==> config.mk <==
export PLATFORM = sky130hd
export DESIGN_NAME = spdc_top
export DESIGN_NICKNAME = d
export VERILOG_FILES = /design/src/include/spdc_pkg.sv /design/src/design/spdc_pad_ctrl.sv /design/src/design/spdc_top.sv
export SDC_FILE = /design/constraint.sdc
export NUM_CORES = 1
export LEC_CHECK = 0
export BUFFER_PORTS_ARGS = -buffer_cell sky130_fd_sc_hd__buf_2
export CELL_PAD_IN_SITES_DETAIL_PLACEMENT = 1
export CELL_PAD_IN_SITES_GLOBAL_PLACEMENT = 2
export CORE_MARGIN = 5
export CORE_UTILIZATION = 26
export CTS_BUF_LIST = sky130_fd_sc_hd__clkbuf_8 sky130_fd_sc_hd__clkbuf_16
export CTS_CLUSTER_DIAMETER = 150
export DETAILED_ROUTE_END_ITERATION = 10
export PLACE_DENSITY = 0.82
export SETUP_SLACK_MARGIN = 0.15
export SLEW_MARGIN = 30
export SYNTH_ARGS = -nofsm -noshare
export SYNTH_HDL_FRONTEND = slang
export SYNTH_SLANG_ARGS = --single-unit
==> constraint.sdc <==
create_clock -name aclk -period 1.86 [get_ports aclk]
set_clock_uncertainty 0.1 [all_clocks]
set_input_delay 0.558 -clock aclk [delete_from_list [all_inputs] [get_ports aclk]]
set_output_delay 0.558 -clock aclk [all_outputs]
set_load 0.02 [all_outputs]
==> src/include/spdc_pkg.sv <==
// Package for the pin direction control block: offsets, fields, resets.
// Assumes a 32-bit AXI4-Lite register bus with word-aligned registers.
package spdc_pkg;

  // Register byte offsets
  localparam logic [7:0] SPDC_FUNC_OFS = 8'h00;
  localparam logic [7:0] SPDC_DIR_OFS  = 8'h04;
  localparam logic [7:0] SPDC_DIN_OFS  = 8'h08;
  localparam logic [7:0] SPDC_DOUT_OFS = 8'h0C;
  localparam logic [7:0] SPDC_MODE_OFS = 8'h10;

  // Field layout: 12 pins, bits 11..0
  localparam int         SPDC_NPINS    = 12;
  localparam int         SPDC_SOMI_BIT = 11;
  localparam int         SPDC_SIMO_BIT = 10;
  localparam int         SPDC_CLK_BIT  = 9;
  localparam int         SPDC_ENA_BIT  = 8;
  localparam int         SPDC_CS_MSB   = 7;

  // Values after reset
  localparam logic [11:0] SPDC_PIN_RST = 12'h000;
  localparam logic        SPDC_MODE_RST = 1'b0;

  // AXI responses
  localparam logic [1:0] SPDC_RESP_OKAY   = 2'b00;
  localparam logic [1:0] SPDC_RESP_SLVERR = 2'b10;

  typedef enum logic {SPDC_IDLE, SPDC_RESP} spdc_bus_state_t;

endpackage

==> src/design/spdc_pad_ctrl.sv <==
// Per-pin pad control: selects direction and drive value for 12 pins.
// Assumes the serial engine supplies its own output values per pin.
`timescale 1ns/1ps
module spdc_pad_ctrl
  import spdc_pkg::*;
(
  // Configuration
  input  wire logic [11:0] func_sel,
  input  wire logic [11:0] dir_bits,
  input  wire logic [11:0] dout_bits,
  input  wire logic        master_mode,
  // Serial engine side
  input  wire logic [11:0] serial_out,
  // Pad side
  output logic      [11:0] pad_out,
  output logic      [11:0] pad_oe
);

  logic [11:0] serial_dir_bits;

  // Serial-mode direction: master drives clock, slave-in and chip selects
  function automatic logic [11:0] serial_dir(input logic master);
    logic [11:0] d;
    d = 12'h000;
    if (master) begin
      d = 12'hFFF;
      d[SPDC_SOMI_BIT] = 1'b0;
      d[SPDC_ENA_BIT]  = 1'b0;
    end else begin
      d[SPDC_SOMI_BIT] = 1'b1;
      d[SPDC_ENA_BIT]  = 1'b1;
    end
    return d;
  endfunction

  // Mode-driven direction; a call result cannot be bit-selected directly
  assign serial_dir_bits = serial_dir(master_mode);

  // Mux direction and value per pin
  always_comb begin
    for (int i = 0; i < SPDC_NPINS; i++) begin
      if (func_sel[i]) begin
        pad_oe[i]  = serial_dir_bits[i];
        pad_out[i] = serial_out[i];
      end else begin
        pad_oe[i]  = dir_bits[i];
        pad_out[i] = dir_bits[i] & dout_bits[i];
      end
    end
  end

endmodule

==> src/design/spdc_top.sv <==
// Pin direction control top: AXI4-Lite registers and pad muxing.
// Assumes pad inputs are asynchronous and are synchronised here.
//
// Contract
// - Upper direction bits read zero, ignore writes
// - Bit 11 sets slave-out pin direction
// - Bit 10 sets slave-in pin direction
// - Bit 9 sets serial clock pin direction
// - Bit 8 sets enable pin direction
// - Bits 7-0 set chip-select pin directions
// - Serial function pins follow master/slave mode
// - Reset clears every direction bit to input
// - Function bit 0 GPIO, 1 serial
// - Read-only input bits show pin levels
//
// The AXI4-Lite register port and the placing of the registers were left to the implementer.
`timescale 1ns/1ps
module spdc_top
  import spdc_pkg::*;
(
  // Clock and reset
  input  wire logic        aclk,
  input  wire logic        aresetn,
  // AXI4-Lite write address
  input  wire logic [7:0]  s_axi_awaddr,
  input  wire logic        s_axi_awvalid,
  output logic             s_axi_awready,
  // AXI4-Lite write data
  input  wire logic [31:0] s_axi_wdata,
  input  wire logic [3:0]  s_axi_wstrb,
  input  wire logic        s_axi_wvalid,
  output logic             s_axi_wready,
  // AXI4-Lite write response
  output logic [1:0]       s_axi_bresp,
  output logic             s_axi_bvalid,
  input  wire logic        s_axi_bready,
  // AXI4-Lite read address
  input  wire logic [7:0]  s_axi_araddr,
  input  wire logic        s_axi_arvalid,
  output logic             s_axi_arready,
  // AXI4-Lite read data
  output logic [31:0]      s_axi_rdata,
  output logic [1:0]       s_axi_rresp,
  output logic             s_axi_rvalid,
  input  wire logic        s_axi_rready,
  // Serial engine
  input  wire logic [11:0] serial_out,
  // Pads: bits 11 slave-out, 10 slave-in, 9 clock, 8 enable, 7-0 selects
  input  wire logic [11:0] pad_in,
  output logic      [11:0] pad_out,
  output logic      [11:0] pad_oe,
  output logic      [11:0] pin_func_sel
);

  ////////////////////////////////////////////////////////////////////////
  // Register state
  logic [11:0]     func_reg, func_next;
  logic [11:0]     dir_reg, dir_next;
  logic [11:0]     dout_reg, dout_next;
  logic            mode_reg, mode_next;
  logic [11:0]     sync1_reg, sync2_reg;
  logic [7:0]      awaddr_reg, awaddr_next;
  logic [31:0]     wdata_reg, wdata_next;
  logic [3:0]      wstrb_reg, wstrb_next;
  logic            aw_have_reg, aw_have_next;
  logic            w_have_reg, w_have_next;
  logic            bvalid_reg, bvalid_next;
  logic [1:0]      bresp_reg, bresp_next;
  logic            rvalid_reg, rvalid_next;
  logic [1:0]      rresp_reg, rresp_next;
  logic [31:0]     rdata_reg, rdata_next;
  logic            do_write;
  logic [11:0]     wval;

  // Byte-lane merge of a 12-bit field; upper bits are dropped
  function automatic logic [11:0] merge12(input logic [11:0] old,
                                          input logic [31:0] d,
                                          input logic [3:0]  s);
    logic [11:0] r;
    r = old;
    if (s[0]) r[7:0]  = d[7:0];
    if (s[1]) r[11:8] = d[11:8];
    return r;
  endfunction

  function automatic logic known_addr(input logic [7:0] a);
    return a == SPDC_FUNC_OFS || a == SPDC_DIR_OFS || a == SPDC_DIN_OFS ||
           a == SPDC_DOUT_OFS || a == SPDC_MODE_OFS;
  endfunction

  ////////////////////////////////////////////////////////////////////////
  // Pad input synchroniser; second stage alone feeds readback
  always_ff @(posedge aclk) begin
    if (!aresetn) begin
      sync1_reg <= SPDC_PIN_RST;
      sync2_reg <= SPDC_PIN_RST;
    end else begin
      sync1_reg <= pad_in;
      sync2_reg <= sync1_reg;
    end
  end

  ////////////////////////////////////////////////////////////////////////
  // Write channel: address and data accepted in either order
  assign s_axi_awready = !aw_have_reg && !bvalid_reg;
  assign s_axi_wready  = !w_have_reg && !bvalid_reg;
  assign do_write      = aw_have_reg && w_have_reg && !bvalid_reg;

  always_comb begin
    aw_have_next = aw_have_reg;
    w_have_next  = w_have_reg;
    awaddr_next  = awaddr_reg;
    wdata_next   = wdata_reg;
    wstrb_next   = wstrb_reg;
    bvalid_next  = bvalid_reg;
    bresp_next   = bresp_reg;
    func_next    = func_reg;
    dir_next     = dir_reg;
    dout_next    = dout_reg;
    mode_next    = mode_reg;
    wval         = 12'h000;
    if (s_axi_awvalid && s_axi_awready) begin
      aw_have_next = 1'b1;
      awaddr_next  = s_axi_awaddr;
    end
    if (s_axi_wvalid && s_axi_wready) begin
      w_have_next = 1'b1;
      wdata_next  = s_axi_wdata;
      wstrb_next  = s_axi_wstrb;
    end
    if (do_write) begin
      aw_have_next = 1'b0;
      w_have_next  = 1'b0;
      bvalid_next  = 1'b1;
      bresp_next   = known_addr(awaddr_reg) ? SPDC_RESP_OKAY
                                            : SPDC_RESP_SLVERR;
      case (awaddr_reg)
        SPDC_FUNC_OFS: func_next = merge12(func_reg, wdata_reg, wstrb_reg);
        SPDC_DIR_OFS: begin
          wval     = merge12(dir_reg, wdata_reg, wstrb_reg);
          dir_next = wval;
        end
        SPDC_DOUT_OFS: dout_next = merge12(dout_reg, wdata_reg, wstrb_reg);
        SPDC_MODE_OFS: begin
          if (wstrb_reg[0]) begin
            mode_next = wdata_reg[0];
          end
        end
        default: ;                                // Input readback is fixed
      endcase
    end
    if (bvalid_reg && s_axi_bready) begin
      bvalid_next = 1'b0;
    end
  end

  always_ff @(posedge aclk) begin
    if (!aresetn) begin
      aw_have_reg <= 1'b0;
      w_have_reg  <= 1'b0;
      awaddr_reg  <= 8'h00;
      wdata_reg   <= 32'h0000_0000;
      wstrb_reg   <= 4'h0;
      bvalid_reg  <= 1'b0;
      bresp_reg   <= SPDC_RESP_OKAY;
      func_reg    <= SPDC_PIN_RST;
      dir_reg     <= SPDC_PIN_RST;
      dout_reg    <= SPDC_PIN_RST;
      mode_reg    <= SPDC_MODE_RST;
    end else begin
      aw_have_reg <= aw_have_next;
      w_have_reg  <= w_have_next;
      awaddr_reg  <= awaddr_next;
      wdata_reg   <= wdata_next;
      wstrb_reg   <= wstrb_next;
      bvalid_reg  <= bvalid_next;
      bresp_reg   <= bresp_next;
      func_reg    <= func_next;
      dir_reg     <= dir_next;
      dout_reg    <= dout_next;
      mode_reg    <= mode_next;
    end
  end

  assign s_axi_bvalid = bvalid_reg;
  assign s_axi_bresp  = bresp_reg;

  ////////////////////////////////////////////////////////////////////////
  // Read channel: one-cycle answer, registered data
  assign s_axi_arready = !rvalid_reg;

  always_comb begin
    rvalid_next = rvalid_reg;
    rresp_next  = rresp_reg;
    rdata_next  = rdata_reg;
    if (s_axi_arvalid && s_axi_arready) begin
      rvalid_next = 1'b1;
      rresp_next  = known_addr(s_axi_araddr) ? SPDC_RESP_OKAY
                                             : SPDC_RESP_SLVERR;
      case (s_axi_araddr)
        SPDC_FUNC_OFS: rdata_next = {20'h0_0000, func_reg};
        SPDC_DIR_OFS:  rdata_next = {20'h0_0000, dir_reg};
        SPDC_DIN_OFS:  rdata_next = {20'h0_0000, sync2_reg};
        SPDC_DOUT_OFS: rdata_next = {20'h0_0000, dout_reg};
        SPDC_MODE_OFS: rdata_next = {31'h0000_0000, mode_reg};
        default:       rdata_next = 32'h0000_0000;
      endcase
    end else if (rvalid_reg && s_axi_rready) begin
      rvalid_next = 1'b0;
    end
  end

  always_ff @(posedge aclk) begin
    if (!aresetn) begin
      rvalid_reg <= 1'b0;
      rresp_reg  <= SPDC_RESP_OKAY;
      rdata_reg  <= 32'h0000_0000;
    end else begin
      rvalid_reg <= rvalid_next;
      rresp_reg  <= rresp_next;
      rdata_reg  <= rdata_next;
    end
  end

  assign s_axi_rvalid = rvalid_reg;
  assign s_axi_rresp  = rresp_reg;
  assign s_axi_rdata  = rdata_reg;
  assign pin_func_sel = func_reg;

  ////////////////////////////////////////////////////////////////////////
  // Pad muxing; software keeps absent chip-select bits zero
  spdc_pad_ctrl u_pad (
    .func_sel    (func_reg),
    .dir_bits    (dir_reg),
    .dout_bits   (dout_reg),
    .master_mode (mode_reg),
    .serial_out  (serial_out),
    .pad_out     (pad_out),
    .pad_oe      (pad_oe)
  );

  ////////////////////////////////////////////////////////////////////////
  // Assertions
  a_gpio_dir: assert property (@(posedge aclk) disable iff (!aresetn)
    (func_reg == 12'h000) |-> (pad_oe == dir_reg))
    else $error("GPIO pad enable differs from direction");
  a_dir_reset: assert property (@(posedge aclk)
    !aresetn |=> (dir_reg == 12'h000))
    else $error("Direction not cleared by reset");
  a_upper_zero: assert property (@(posedge aclk) disable iff (!aresetn)
    rvalid_reg |-> (rdata_reg[31:12] == 20'h0_0000))
    else $error("Upper read bits not zero");
  a_dir_write: assert property (@(posedge aclk) disable iff (!aresetn)
    (do_write && awaddr_reg == SPDC_DIR_OFS && wstrb_reg == 4'hF)
      |=> (dir_reg == $past(wdata_reg[11:0])))
    else $error("Direction write not stored");
  a_serial_mode: assert property (@(posedge aclk) disable iff (!aresetn)
    (func_reg[SPDC_CLK_BIT]) |-> (pad_oe[SPDC_CLK_BIT] == mode_reg))
    else $error("Serial clock direction ignores mode");
  a_slave_out: assert property (@(posedge aclk) disable iff (!aresetn)
    (func_reg[SPDC_SOMI_BIT]) |-> (pad_oe[SPDC_SOMI_BIT] == !mode_reg))
    else $error("Slave-out direction wrong in serial mode");
  a_input_level: assert property (@(posedge aclk) disable iff (!aresetn)
    (s_axi_arvalid && s_axi_arready && s_axi_araddr == SPDC_DIN_OFS)
      |=> (rdata_reg[11:0] == $past(sync2_reg)))
    else $error("Input readback wrong");
  a_pad_release: assert property (@(posedge aclk) disable iff (!aresetn)
    (!func_reg[0] && !dir_reg[0]) |-> (!pad_oe[0] && !pad_out[0]))
    else $error("Input pad not released");
  a_write_resp: assert property (@(posedge aclk) disable iff (!aresetn)
    do_write |=> s_axi_bvalid)
    else $error("Write response missing");

  c_dir_write: cover property (@(posedge aclk) disable iff (!aresetn)
    do_write && awaddr_reg == SPDC_DIR_OFS);
  c_din_read: cover property (@(posedge aclk) disable iff (!aresetn)
    s_axi_arvalid && s_axi_arready && s_axi_araddr == SPDC_DIN_OFS);
  c_serial_master: cover property (@(posedge aclk) disable iff (!aresetn)
    func_reg != 12'h000 && mode_reg);
  c_gpio_output: cover property (@(posedge aclk) disable iff (!aresetn)
    func_reg == 12'h000 && dir_reg != 12'h000);

endmodule

**Word-level counts from Yosys, hierarchy flattened**

Cells that the tools add are included.

- Register bits: 123
- Output and inout port bits: 77
- Logic and storage cells: 105

- Eq/ne operators: 8
- Multiplexer cells: 32
- Bitwise logic cells: 13
- Reductions and logical operators: 33

Operator list:

| operator | count |
|---|---|
| 12-bit case mux with 5 select lines | 1 |
| 8-bit by 4-bit == test with 1-bit output (second input constant) | 4 |
| 1-bit 2-to-1 mux | 27 |
| 3-bit AND reduction | 7 |
| 8-bit by 3-bit == test with 1-bit output (second input constant) | 2 |
| 8-bit by 5-bit == test with 1-bit output (second input constant) | 2 |
| 8-bit zero test | 2 |
| 1-bit bitwise AND | 12 |
| 1-bit logical AND | 9 |
| 1-bit logical OR | 8 |
| 8-bit 2-to-1 mux | 1 |
| 2-bit 2-to-1 mux | 3 |
| 1-bit zero test | 4 |
| 2-bit OR reduction | 2 |
| 2-bit nonzero test | 1 |
| 1-bit inverter | 1 |

**Depth between registers and ports, before layout**

Gate-level depths: netlist of the first run.

- Depth after elaboration: 6
- Mapped depth: 6
- Gate-level depth less buffers: 4

**By module**

A second synthesis of the first run with hierarchy kept.

- Cell total of the unflattened synthesis: 471
- Area, all modules: 4503.1 um^2

By module, submodules not included:

| module | times used | cells each | area an instance (um^2) | seq. area each (um^2) |
|---|---|---|---|---|
| spdc_top | 1 | 420 | 4171.5 | 2021.9 |
| spdc_pad_ctrl | 1 | 51 | 331.6 | 0.0 |

**Worst setup path before layout of the first run**

OpenSTA, ideal clock, no wires.

- Path kind: register -> register
- Start: register awaddr_reg[1]
- End: register func_reg[0], in the netlist pin_func_sel[0]
- Arrival time: 1823 ps
- Data required time: 1644 ps
- Path slack: -179 ps
- Cell stages (with the launch flop): 7
- Path buffers: 2
- Period minus slack after synthesis: 2039 ps
- Cells stage by stage: dfxtp_1 -> or4_4 -> buf_6 -> or4_1 -> buf_2 -> mux2i_1 -> nor2b_1

- Word-level cells in the longest chain between the ends: 2

RTL lines:

| what | RTL line | source |
|---|---|---|
| start: declaration | spdc_top.sv:62 | `logic [7:0] awaddr_reg, awaddr_next;` |
| start signal: assignment | spdc_top.sv:173 | `awaddr_reg <= awaddr_next;` |
| 8-bit zero test | spdc_top.sv:137 | `case (awaddr_reg)` |
| 3-bit AND reduction (no line) | -- |  |
| end signal: assignment | spdc_top.sv:178 | `func_reg <= func_next;` |
| end: declaration | spdc_top.sv:57 | `logic [11:0] func_reg, func_next;` |

Every way passes these cells.
A chain may end at the register's enable or synchronous reset.

**Final worst setup path of the first run**

- Start: register awaddr_reg[4]
- End: register func_reg[1], in the netlist pin_func_sel[1]

The elaborated chain is that of the path after synthesis.

==> results of run 1 <==
-- worst max-delay path, stage by stage (launching register included) --
cell and delay [ps]:
dfxtp_4 370, or4b_4 520, or4_4 660, mux2i_1 220
nor2b_1 70
-- synthesized netlist by cell type (6+ instances only) --
master	count	share of area, %
nor2b_1	39	5.5
clkbuf_1	23	2.0
nor2_1	11	0.93
and2_1	26	3.7
a21boi_0	23	3.9
mux2i_1	40	9.0
mux2_2	10	2.5
or4_1	6	1.0
mux4_2	11	5.6
inv_1	13	1.1
buf_4	22	3.7
dfxtp_1	101	46
o21ai_0	27	3.1
nand2_1	85	7.2
-- final timing paths --
path	endpoint	slack (ps)	depth (start not counted)
worst max-delay path	pin_func_sel[1]	-180	4
worst min-delay path	sync1_reg[8]	310	2
worst max register to register	pin_func_sel[1]	-180	4
worst min register to register	sync2_reg[1]	340	1
-- logic make-up after synthesis --
family	Yosys count
buffers and inverters	62
DFF	101
other	1
muxes	61
and+or+nand+nor	183
AOI/OAI and AO/OA	56
-- stage by stage --
| stage | TNS (ps) | hold slack (ps) | total power (µW) | area [µm²] | setup WS [ps] |
|---|---|---|---|---|---|
| floorplan | -1600 | 312 | 2620 | 4600 | -51.1 |
| global placement | -4070 | 320 | 2750 | 5310 | -153 |
| detailed placement | -5520 | 321 | 2770 | 5310 | -208 |
| CTS | -3950 | 289 | 4650 | 6040 | -182 |
| global route | -6350 | 292 | 4790 | 6320 | -230 |
| finish | -3870 | 308 | 4580 | 6320 | -180 |
-- routing by layer --
metal  vias up  routed length [µm]  part of all wire [%]
met2       101                6950                    52
met1      1828                5610                    42
met4         2                 130                  0.97
met3        14                 705                   5.3
li1       1801                   -                     -
met5         -                  20                  0.15
-- report_power, final --
part           switching, µW  internal (µW)  total, µW
clock network            903            939       1840
logic                    254            215        469
registers               58.4           2210       2270
-- final cells by class --
cell class	instances	area share, %
clock inverter	7	1.01
inverter	13	0.772
multi-input combinational	322	38.0
timing repair buffer	164	18.8
tap	220	4.36
clock buffer	9	3.56
sequential	101	33.5
-- repair_timing --
item,4_1_cts,5_1_grt
resized for setup,125,57
buffers inserted,19,8
pin swaps,14,9
setup endpoints to repair,64,64
endpoints found under the hold margin,0,0
==> reports/metrics.yaml, run 1 <==
min_path:
  hold_start: "pad_in[8]"
  min_path_type: "input pin to flop"
placement:
  hpwlAfterDp_mm: 9.56
  dpl.cell_count: 793
  portBuffers: 115
  gp_congestion: 0.749
timing:
  hold_violations: 0
  fin_ws_ps: -180
  rsz0062_at_grt: "true"
  fmax_mhz: 490
  setup_viol: 47
  finalMaxSlewViolations: 0
  period_share_pct: 110
  layout_min_cycle_time_ps: 2040
power:
  ir_worst_vdd_v: 0.000452
  p_leak_uw: 0.00278
  power_density_nw_per_um2: 725
setup_path:
  crit_start: "awaddr_reg[4]"
  cp_max_fo: 8
  arrival_ps: 2180
  crit_type: "flop to flop"
  start_kind: "flop"
  cp.required_ps: 2000
  cp-end-kind: "flop"
  r2r-start: "awaddr_reg[4]"
clocking:
  clk_latency_ps: 350
  cts-htree-levels: 3
  cts_tree: "done"
  cts_inserted_buffers: 9
  path_clk_slew_ps: 70
  hold_buffers: 0
  clock-root-buffer: "clkbuf_16"
  cts_sinks: 101
  cts_buffer_depth: 2
logic_synthesis:
  ys_ff_latch: 101
  yosys.area_share.simple_pct: 21.7
  synth_edf_count: 0
  synth_fa_ha_area_share_pct: 0
  ys_seq_area_share_pct: 45.7
  synth-xor-area-share_pct: 0
  netlist_area_um2: 4430
  synth_compound_area_share_pct: 7.92
  async_reset_ff_share_pct: 0
  synthMuxAreaShare_pct: 17.2
  synth_top_family_by_area: "simple AND/OR/NAND/NOR gates"
  avgSynthCellArea_um2: 9.54
  ys_warn_count: 0
  syn_inst: 464
  ys_types: 33
  ys.flop_type: "dfxtp_1"
layout:
  layout_commonest_cell: "buf_2"
  seq_area_um2: 2120
  areaGrowthSynthToFinish_pct: 42.8
  insertedDiodeCount: 0
  fin_util_pct: 38.0
  drive_gt1_share_pct: 46.8
  multiInputGateArea_um2: 2400
  mostFrequentLayoutCells: "92 x buf_2, 70 x nand2_1, 58 x dfxtp_1, 39 x nor2b_1, 38 x mux2i_1"
  nets: 694
  layout.cells.non_filler: 836
  fillerInstances: 1894
grt:
  gr-usage-met1_pct: 15.4
  grt_pass1_wl_mm: 21.0
  gr-total-overflow: 0
  grt.busiest_layer: "met2"
  grt_pass1_vias: 4050
  use_met3_pct: 4.46
  antenna_found_initial: 1
  grt_use_total_pct: 13.4
  grt_util_met2_pct: 23.9
  grt_max_degree: 51
drt:
  drt-vias-per-instance: 4.48
  vias: 3746
  wirelength_mm: 13.4
  drc: 0
  drtIter0Drc: 177
  ant_nets: 0
  avgRoutedWirePerCell_um: 16.0
  first_pass_iters: 4
floorplan:
  rows: 47
  die_w_um: 140
  die_h_um: 140
  start_util_pct: 26.6
  ios: 160
  die_area_um2: 19700
  coreArea_um2: 16600
job:
  cap_violations: 0
outcome:
  status: "complete, but fails checks"
  failed_checks: "setup timing"
(Power assumes the default switching activity.)
==> inputs of run 2 (changes only) <==
--- a/config.mk
+++ b/config.mk
@@ -5,11 +5,12 @@
 export SDC_FILE = /design/constraint.sdc
 export NUM_CORES = 1
 export LEC_CHECK = 0
+export ABC_AREA = 1
 export BUFFER_PORTS_ARGS = -buffer_cell sky130_fd_sc_hd__buf_2
 export CELL_PAD_IN_SITES_DETAIL_PLACEMENT = 1
 export CELL_PAD_IN_SITES_GLOBAL_PLACEMENT = 2
-export CORE_MARGIN = 5
-export CORE_UTILIZATION = 26
+export CORE_MARGIN = 2
+export CORE_UTILIZATION = 24
 export CTS_BUF_LIST = sky130_fd_sc_hd__clkbuf_8 sky130_fd_sc_hd__clkbuf_16
 export CTS_CLUSTER_DIAMETER = 150
 export DETAILED_ROUTE_END_ITERATION = 10
==> run 2 against run 1 <==
  * Critical path type is now flop to output port
  * The run still ends with setup timing left
  * Fmax grew 3.8%
  * First-iteration DRC count is 16% lower
  * Setup slack gained 75 ps
  * Wire length up 7.5%
  * Total power rose by 3.6%
  * Hold slack got worse by 31 ps
  * Count of clock-buffer cells in the layout stayed put
==> reports/metrics.yaml, run 2 <==
setup_path:
  arrival_ps: 1310  # -870 ps
  critical-path-slowest-cell: "dfxtp_4"
  cp-end-kind: "output port"
  critPathMostFrequentCell: "buf_6"
  cp_max_fo: 6  # -2
  cp.buffers_inverters: 3  # +3
  start_kind: "flop"
  cp_top_family: "buffers and inverters"
  cp.required_ps: 1200  # -800 ps
  slowest_delay_ps: 370  # -290 ps
  crit_chain: "clkinvlp_4 -> buf_6 -> o21ai_4 -> buf_6"
  crit_type: "flop to output port"
logic_synthesis:
  avgSynthCellArea_um2: 7.00  # -27%
  ys_ff_latch: 101  # unchanged
  synth.area.top_cells: "dfxtp_1 43%, nand2_1 13%, nand3_1 9.3%"
  yosysTopAreaCell: "dfxtp_1"
  yosys.area.top_type_share_pct: 43.3  # -2.4 points
  netlist_top_cells_count: "159 x nand2_1, 101 x dfxtp_1, 87 x nand3_1, 70 x a21oi_1, 62 x nor2_1"
  ys_types: 24  # -27%
  netlist_area_um2: 4670  # +5.5%
  ys.flop_type: "dfxtp_1"
  async_reset_ff_share_pct: 0  # unchanged
  ys_warn_count: 0  # unchanged
  syn_inst: 667  # +44%
  synth_edf_count: 0  # unchanged
  ys_seq_area_share_pct: 43.3  # -2.4 points
  yosys.cell_count.top_type: "nand2_1"
timing:
  setup_viol: 11  # -77%
  slew-limit-headroom_pct: 64.7
  layout_min_cycle_time_ps: 1960  # -75.4 ps
  hold_violations: 0  # unchanged
  period_share_pct: 106  # -4.1 points
  worst_slew_pin_slew_ps: 530
  rsz0062_at_grt: "true"
  finalMaxSlewViolations: 0  # unchanged
  fmax_mhz: 509  # +3.8%
  fin_ws_ps: -105  # +75.4 ps
power:
  pwr-share-seq_pct: 48.0  # -1.5 points
  p_leak_uw: 0.00300  # +7.8%
  power_density_nw_per_um2: 739  # +1.9%
  comb_power_share_pct: 12.4  # +2.2 points
  p_int_uw: 3390  # +0.65%
  power_switching_uw: 1360  # +12%
  p_total_uw: 4750  # +3.6%
  p_clk_share_pct: 39.6  # -0.6 points
  switching_share_pct: 28.6  # +2.1 points
  ir_worst_vdd_v: 0.000430  # -4.8%
placement:
  gp_congestion: 0.724  # -3.3%
  portBuffers: 115  # unchanged
  hpwlAfterDp_mm: 10.2  # +6.7%
  place_area_um2: 5540  # +4.2%
floorplan:
  start_util_pct: 24.2  # -2.4 points
  ios: 160  # unchanged
  coreArea_um2: 19300  # +16%
  die_w_um: 144  # +2.2%
  die_area_um2: 20600  # +4.4%
  die_h_um: 144  # +2.2%
  rows: 51  # +8.5%
drt:
  ant_nets: 0  # unchanged
  drtIter0Drc: 148  # -16%
  vias: 4667  # +25%
  drc: 0  # unchanged
  wirelength_mm: 14.4  # +7.5%
  avgRoutedWirePerCell_um: 13.5  # -16%
  drt-vias-per-instance: 4.38  # -2.2%
  first_pass_iters: 6  # +2
layout:
  multiInputGateArea_um2: 2280  # -5.1%
  fin_util_pct: 33.3  # -4.6 points
  areaGrowthSynthToFinish_pct: 37.5
  insertedDiodeCount: 0  # unchanged
  fin_area_um2: 6420  # +1.6%
  layout_commonest_cell: "nand2_1"
  nets: 878  # +27%
  drive_gt1_share_pct: 33.6  # -13 points
  mostFrequentLayoutCells: "145 x nand2_1, 91 x buf_2, 75 x nand3_1, 70 x a21oi_1, 69 x dfxtp_1"
  seq_area_um2: 2090  # -1.2%
  fillerInstances: 2442  # +29%
grt:
  gr-total-overflow: 0  # unchanged
  grt_pass1_wl_mm: 22.9  # +8.6%
  grt_use_total_pct: 14.2  # +0.83 points
  grt_max_degree: 49  # -3.9%
  antenna_found_initial: 0  # -1
  grt_pass1_vias: 4551  # +12%
clocking:
  clk_latency_ps: 350  # about the same
  cts_sinks: 101  # unchanged
  cts_inserted_buffers: 9  # unchanged
  clock-root-buffer: "clkbuf_16"
  cts_buffer_depth: 2  # unchanged
  cts_tree: "done"
  cts-htree-levels: 3  # unchanged
  hold_buffers: 0  # unchanged
  path_clk_slew_ps: 80  # about the same
min_path:
  min_path_type: "input pin to flop"
outcome:
  failed_checks: "setup timing"
  status: "complete, but fails checks"
job:
  cap_violations: 0  # unchanged
## run 2: path summary, 6_finish.rpt
path                  end    startpoint  slack, ps  cells after the start
max             pad_oe[4]      mode_reg       -100                      4
min          sync1_reg[9]     pad_in[9]        280                      3
max reg2reg    dir_reg[3]    w_have_reg        320                      8
min reg2reg  sync2_reg[2]  sync1_reg[2]        310                      2
## run 2: cell type report
type | count | area share, %
Clock buffer | 9 | 3.51
Clock inverter | 7 | 1.01
Inverter | 70 | 4.71
Multi-Input combinational cell | 459 | 35.4
Sequential cell | 101 | 32.5
Tap cell | 265 | 5.16
Timing Repair Buffer | 154 | 17.6
## run 2: cells by family (layout without fill, tap and decap cells)
family	Yosys count	count (layout)	synth area share (%)
AND/OR/NAND/NOR	316	316	29.4
other	1	22	0.0803
buffers and inverters	128	240	14.1
AO/OA/AOI/OAI	121	121	13.1
flip-flops	101	101	43.3
## run 2: worst register-to-register path, cell delays in order, from the launching register on
cell	delay, ps
dfxtp_1	390
inv_2	70
nor3_4	230
nand2_1	120
inv_2	80
buf_12	200
nand3_1	140
nand2_1	60
nor2_1	40
## run 2: metrics by stage
stage	setup WS [ps]	TNS, ps	hold WS [ps]	std cells
6_report	-105	-924	277	1065
5_1_grt	-157	-1470	276	1065
4_1_cts	-126	-1050	264	1062
3_5_place_dp	134	0	303	1033
3_3_place_gp	142	0	297	1033
2_1_floorplan	221	0	290	688
## run 2: timing repair
item                       4_1_cts  5_1_grt
gates cloned                     0        0
pin swaps                       17       11
setup endpoints to repair       28       26
resized for setup              143       26
setup buffers                   13        3
## run 2: routing by layer
layer  vias up  track usage [%]  wire length, µm
li1       2348                -                -
met1      2234             16.5             6140
met2        72             26.7             7720
met3        13             2.00              362
met4         0             4.49              200
met5         -                0                0
## run 2: power groups by stage
| stage | clock (µW) | combinational [µW] | sequential (µW) |
|---|---|---|---|
| 2_1_floorplan | 0 | 413 | 2340 |
| 3_3_place_gp | 0 | 576 | 2340 |
| 3_5_place_dp | 0 | 586 | 2340 |
| 4_1_cts | 1940 | 596 | 2280 |
| 5_1_grt | 2030 | 663 | 2290 |
| 6_report | 1880 | 590 | 2280 |
==> inputs of run 3 (changes only) <==
--- a/config.mk
+++ b/config.mk
@@ -10,13 +10,14 @@
 export CELL_PAD_IN_SITES_DETAIL_PLACEMENT = 1
 export CELL_PAD_IN_SITES_GLOBAL_PLACEMENT = 2
 export CORE_MARGIN = 2
-export CORE_UTILIZATION = 24
+export CORE_UTILIZATION = 26
 export CTS_BUF_LIST = sky130_fd_sc_hd__clkbuf_8 sky130_fd_sc_hd__clkbuf_16
 export CTS_CLUSTER_DIAMETER = 150
 export DETAILED_ROUTE_END_ITERATION = 10
-export PLACE_DENSITY = 0.82
+export PLACE_DENSITY = 0.84
 export SETUP_SLACK_MARGIN = 0.15
 export SLEW_MARGIN = 30
 export SYNTH_ARGS = -nofsm -noshare
 export SYNTH_HDL_FRONTEND = slang
 export SYNTH_SLANG_ARGS = --single-unit
+export TNS_END_PERCENT = 1
==> constraint.sdc (replaced) <==
create_clock -name aclk -period 2.2 [get_ports aclk]
set_clock_uncertainty 0.1 [all_clocks]
set_input_delay 0.66 -clock aclk [delete_from_list [all_inputs] [get_ports aclk]]
set_output_delay 0.66 -clock aclk [all_outputs]
set_load 0.02 [all_outputs]
==> run 3 against run 2 <==
  * Total power is 16% lower
  * Global-route usage is 0.43 points higher
  * Combinational power is 21% lower
  * Setup slack better by 260 ps
  * The flow now finishes without violations
  * Non-clock buffer count is 20 lower
  * Largest cell class unchanged
==> reports/metrics.yaml, run 3 (synthesized netlist as in run 2, its figures left out) <==
outcome:
  status: "finished clean"
drt:
  vias: 4566  # -2.2%
  drt-vias-per-instance: 4.53  # +3.3%
  avgRoutedWirePerCell_um: 13.7  # +0.79%
  drc: 0  # unchanged
  ant_nets: 0  # unchanged
  drtIter0Drc: 248  # +68%
  first_pass_iters: 4  # -2
  wirelength_mm: 13.8  # -4.5%
timing:
  hold_ws_ps: 320  # +43.2 ps
  setup_viol: 0  # -11
  period_share_pct: 93.0
  layout_min_cycle_time_ps: 2050
  fmax_mhz: 489
  finalMaxSlewViolations: 0  # unchanged
  rsz0062_at_grt: "true"
  fin_tns_setup_ps: 0  # +924 ps
  hold_violations: 0  # unchanged
floorplan:
  start_util_pct: 26.3  # +2.0 points
  coreArea_um2: 17800  # -7.7%
  ios: 160  # unchanged
  die_h_um: 138  # -3.8%
  die_w_um: 138  # -3.8%
  die_area_um2: 19100  # -7.5%
  rows: 49  # -3.9%
layout:
  drive_gt1_share_pct: 22.1  # -12 points
  insertedDiodeCount: 0  # unchanged
  layout_commonest_cell: "nand2_1"
  fin_area_um2: 5730  # -11%
  nets: 858  # -2.3%
  fillerInstances: 2297  # -5.9%
  seq_area_um2: 2030  # -2.9%
  multiInputGateArea_um2: 2070  # -9.1%
  areaGrowthSynthToFinish_pct: 22.6
  mostFrequentLayoutCells: "159 x nand2_1, 114 x buf_2, 96 x dfxtp_1, 87 x nand3_1, 70 x a21oi_1"
power:
  ir_worst_vdd_v: 0.000362  # -16%
  p_total_uw: 3990  # -16%
  power_density_nw_per_um2: 697  # -5.7%
  p_leak_uw: 0.00279  # -7.1%
grt:
  grt_pass1_vias: 4443  # -2.4%
  grt_max_degree: 49  # unchanged
  grt_pass1_wl_mm: 22.5  # -1.4%
  antenna_found_initial: 0  # unchanged
  gr-total-overflow: 0  # unchanged
  grt_use_total_pct: 14.6  # +0.43 points
clocking:
  cts-htree-levels: 3  # unchanged
  cts_tree: "done"
  path_clk_slew_ps: 80  # about the same
  clk_latency_ps: 360  # about the same
  hold_buffers: 0  # unchanged
  cts_buffer_depth: 2  # unchanged
  cts_sinks: 101  # unchanged
  cts_inserted_buffers: 9  # unchanged
  clock-root-buffer: "clkbuf_16"
  post_cts_buffers: 0  # -13
placement:
  hpwlAfterDp_mm: 9.79  # -3.9%
  place_area_um2: 5420  # -2.0%
  gp_congestion: 0.725  # +0.12%
  portBuffers: 115  # unchanged
setup_path:
  arrival_ps: 1290  # -20 ps
  crit_type: "flop to output port"
  cp-end-kind: "output port"
  cp_max_fo: 5  # -1
  cp.required_ps: 1440  # +240 ps
  start_kind: "flop"
job:
  cap_violations: 0  # unchanged
min_path:
  min_path_type: "flop to flop"
run 3: changes by cell type in the layout (fill, tap and decap cells not counted), sizes merged:
cell / change
buf: -20
run 3: area by class of cell:
cell class                      instances  area share (%)
Multi-Input combinational cell        459            36.1
Sequential cell                       101            35.4
Timing Repair Buffer                  134            13.5
Tap cell                              229            5.00
Clock inverter                          7            1.22
Clock buffer                            9            3.93
Inverter                               70            4.83
run 3: power breakdown:
part           internal (µW)  switching, µW  total, µW
Combinational            152            316        468
Clock                    798            790       1590
Sequential              1900           34.3       1930
run 3: final timing paths:
kind                   startpoint            to  slack, ps  cells past startpoint
setup / recovery  pin_func_sel[0]     pad_oe[0]        150                      3
hold / removal       sync1_reg[2]  sync2_reg[2]        320                      2
setup reg to reg    awaddr_reg[5]   dout_reg[1]        570                      7
hold reg to reg      sync1_reg[2]  sync2_reg[2]        320                      2
run 3: routing by layer:
| metal | track usage [%] | wire length (µm) | vias to the layer above |
|---|---|---|---|
| met1 | 17.8 | 5920 | 2158 |
| met3 | 2.04 | 518 | 14 |
| li1 | - | - | 2302 |
| met5 | 0 | 0 | - |
| met2 | 26.1 | 7110 | 92 |
| met4 | 5.69 | 231 | 0 |
run 3: what timing repair did:
action / 4_1_cts / 5_1_grt
gates cloned: 0 / 0
endpoints found under the hold margin: 0 / 0
setup endpoints to repair: 8 / 14
resized for setup: 5 / 6
run 3: through the flow:
stage,setup slack (ps),util (%),instances
final,153,32.2,1009
after global routing,90.8,32.2,1009
after CTS,120,32.2,1009
after detailed placement,338,30.5,993
after global placement,361,30.5,993
after floorplan,364,-,688
run 3: critical path: stages, from the launching register on:
cell and delay [ps]:
dfxtp_1 440, inv_1 110, o21ai_0 170, buf_2 210
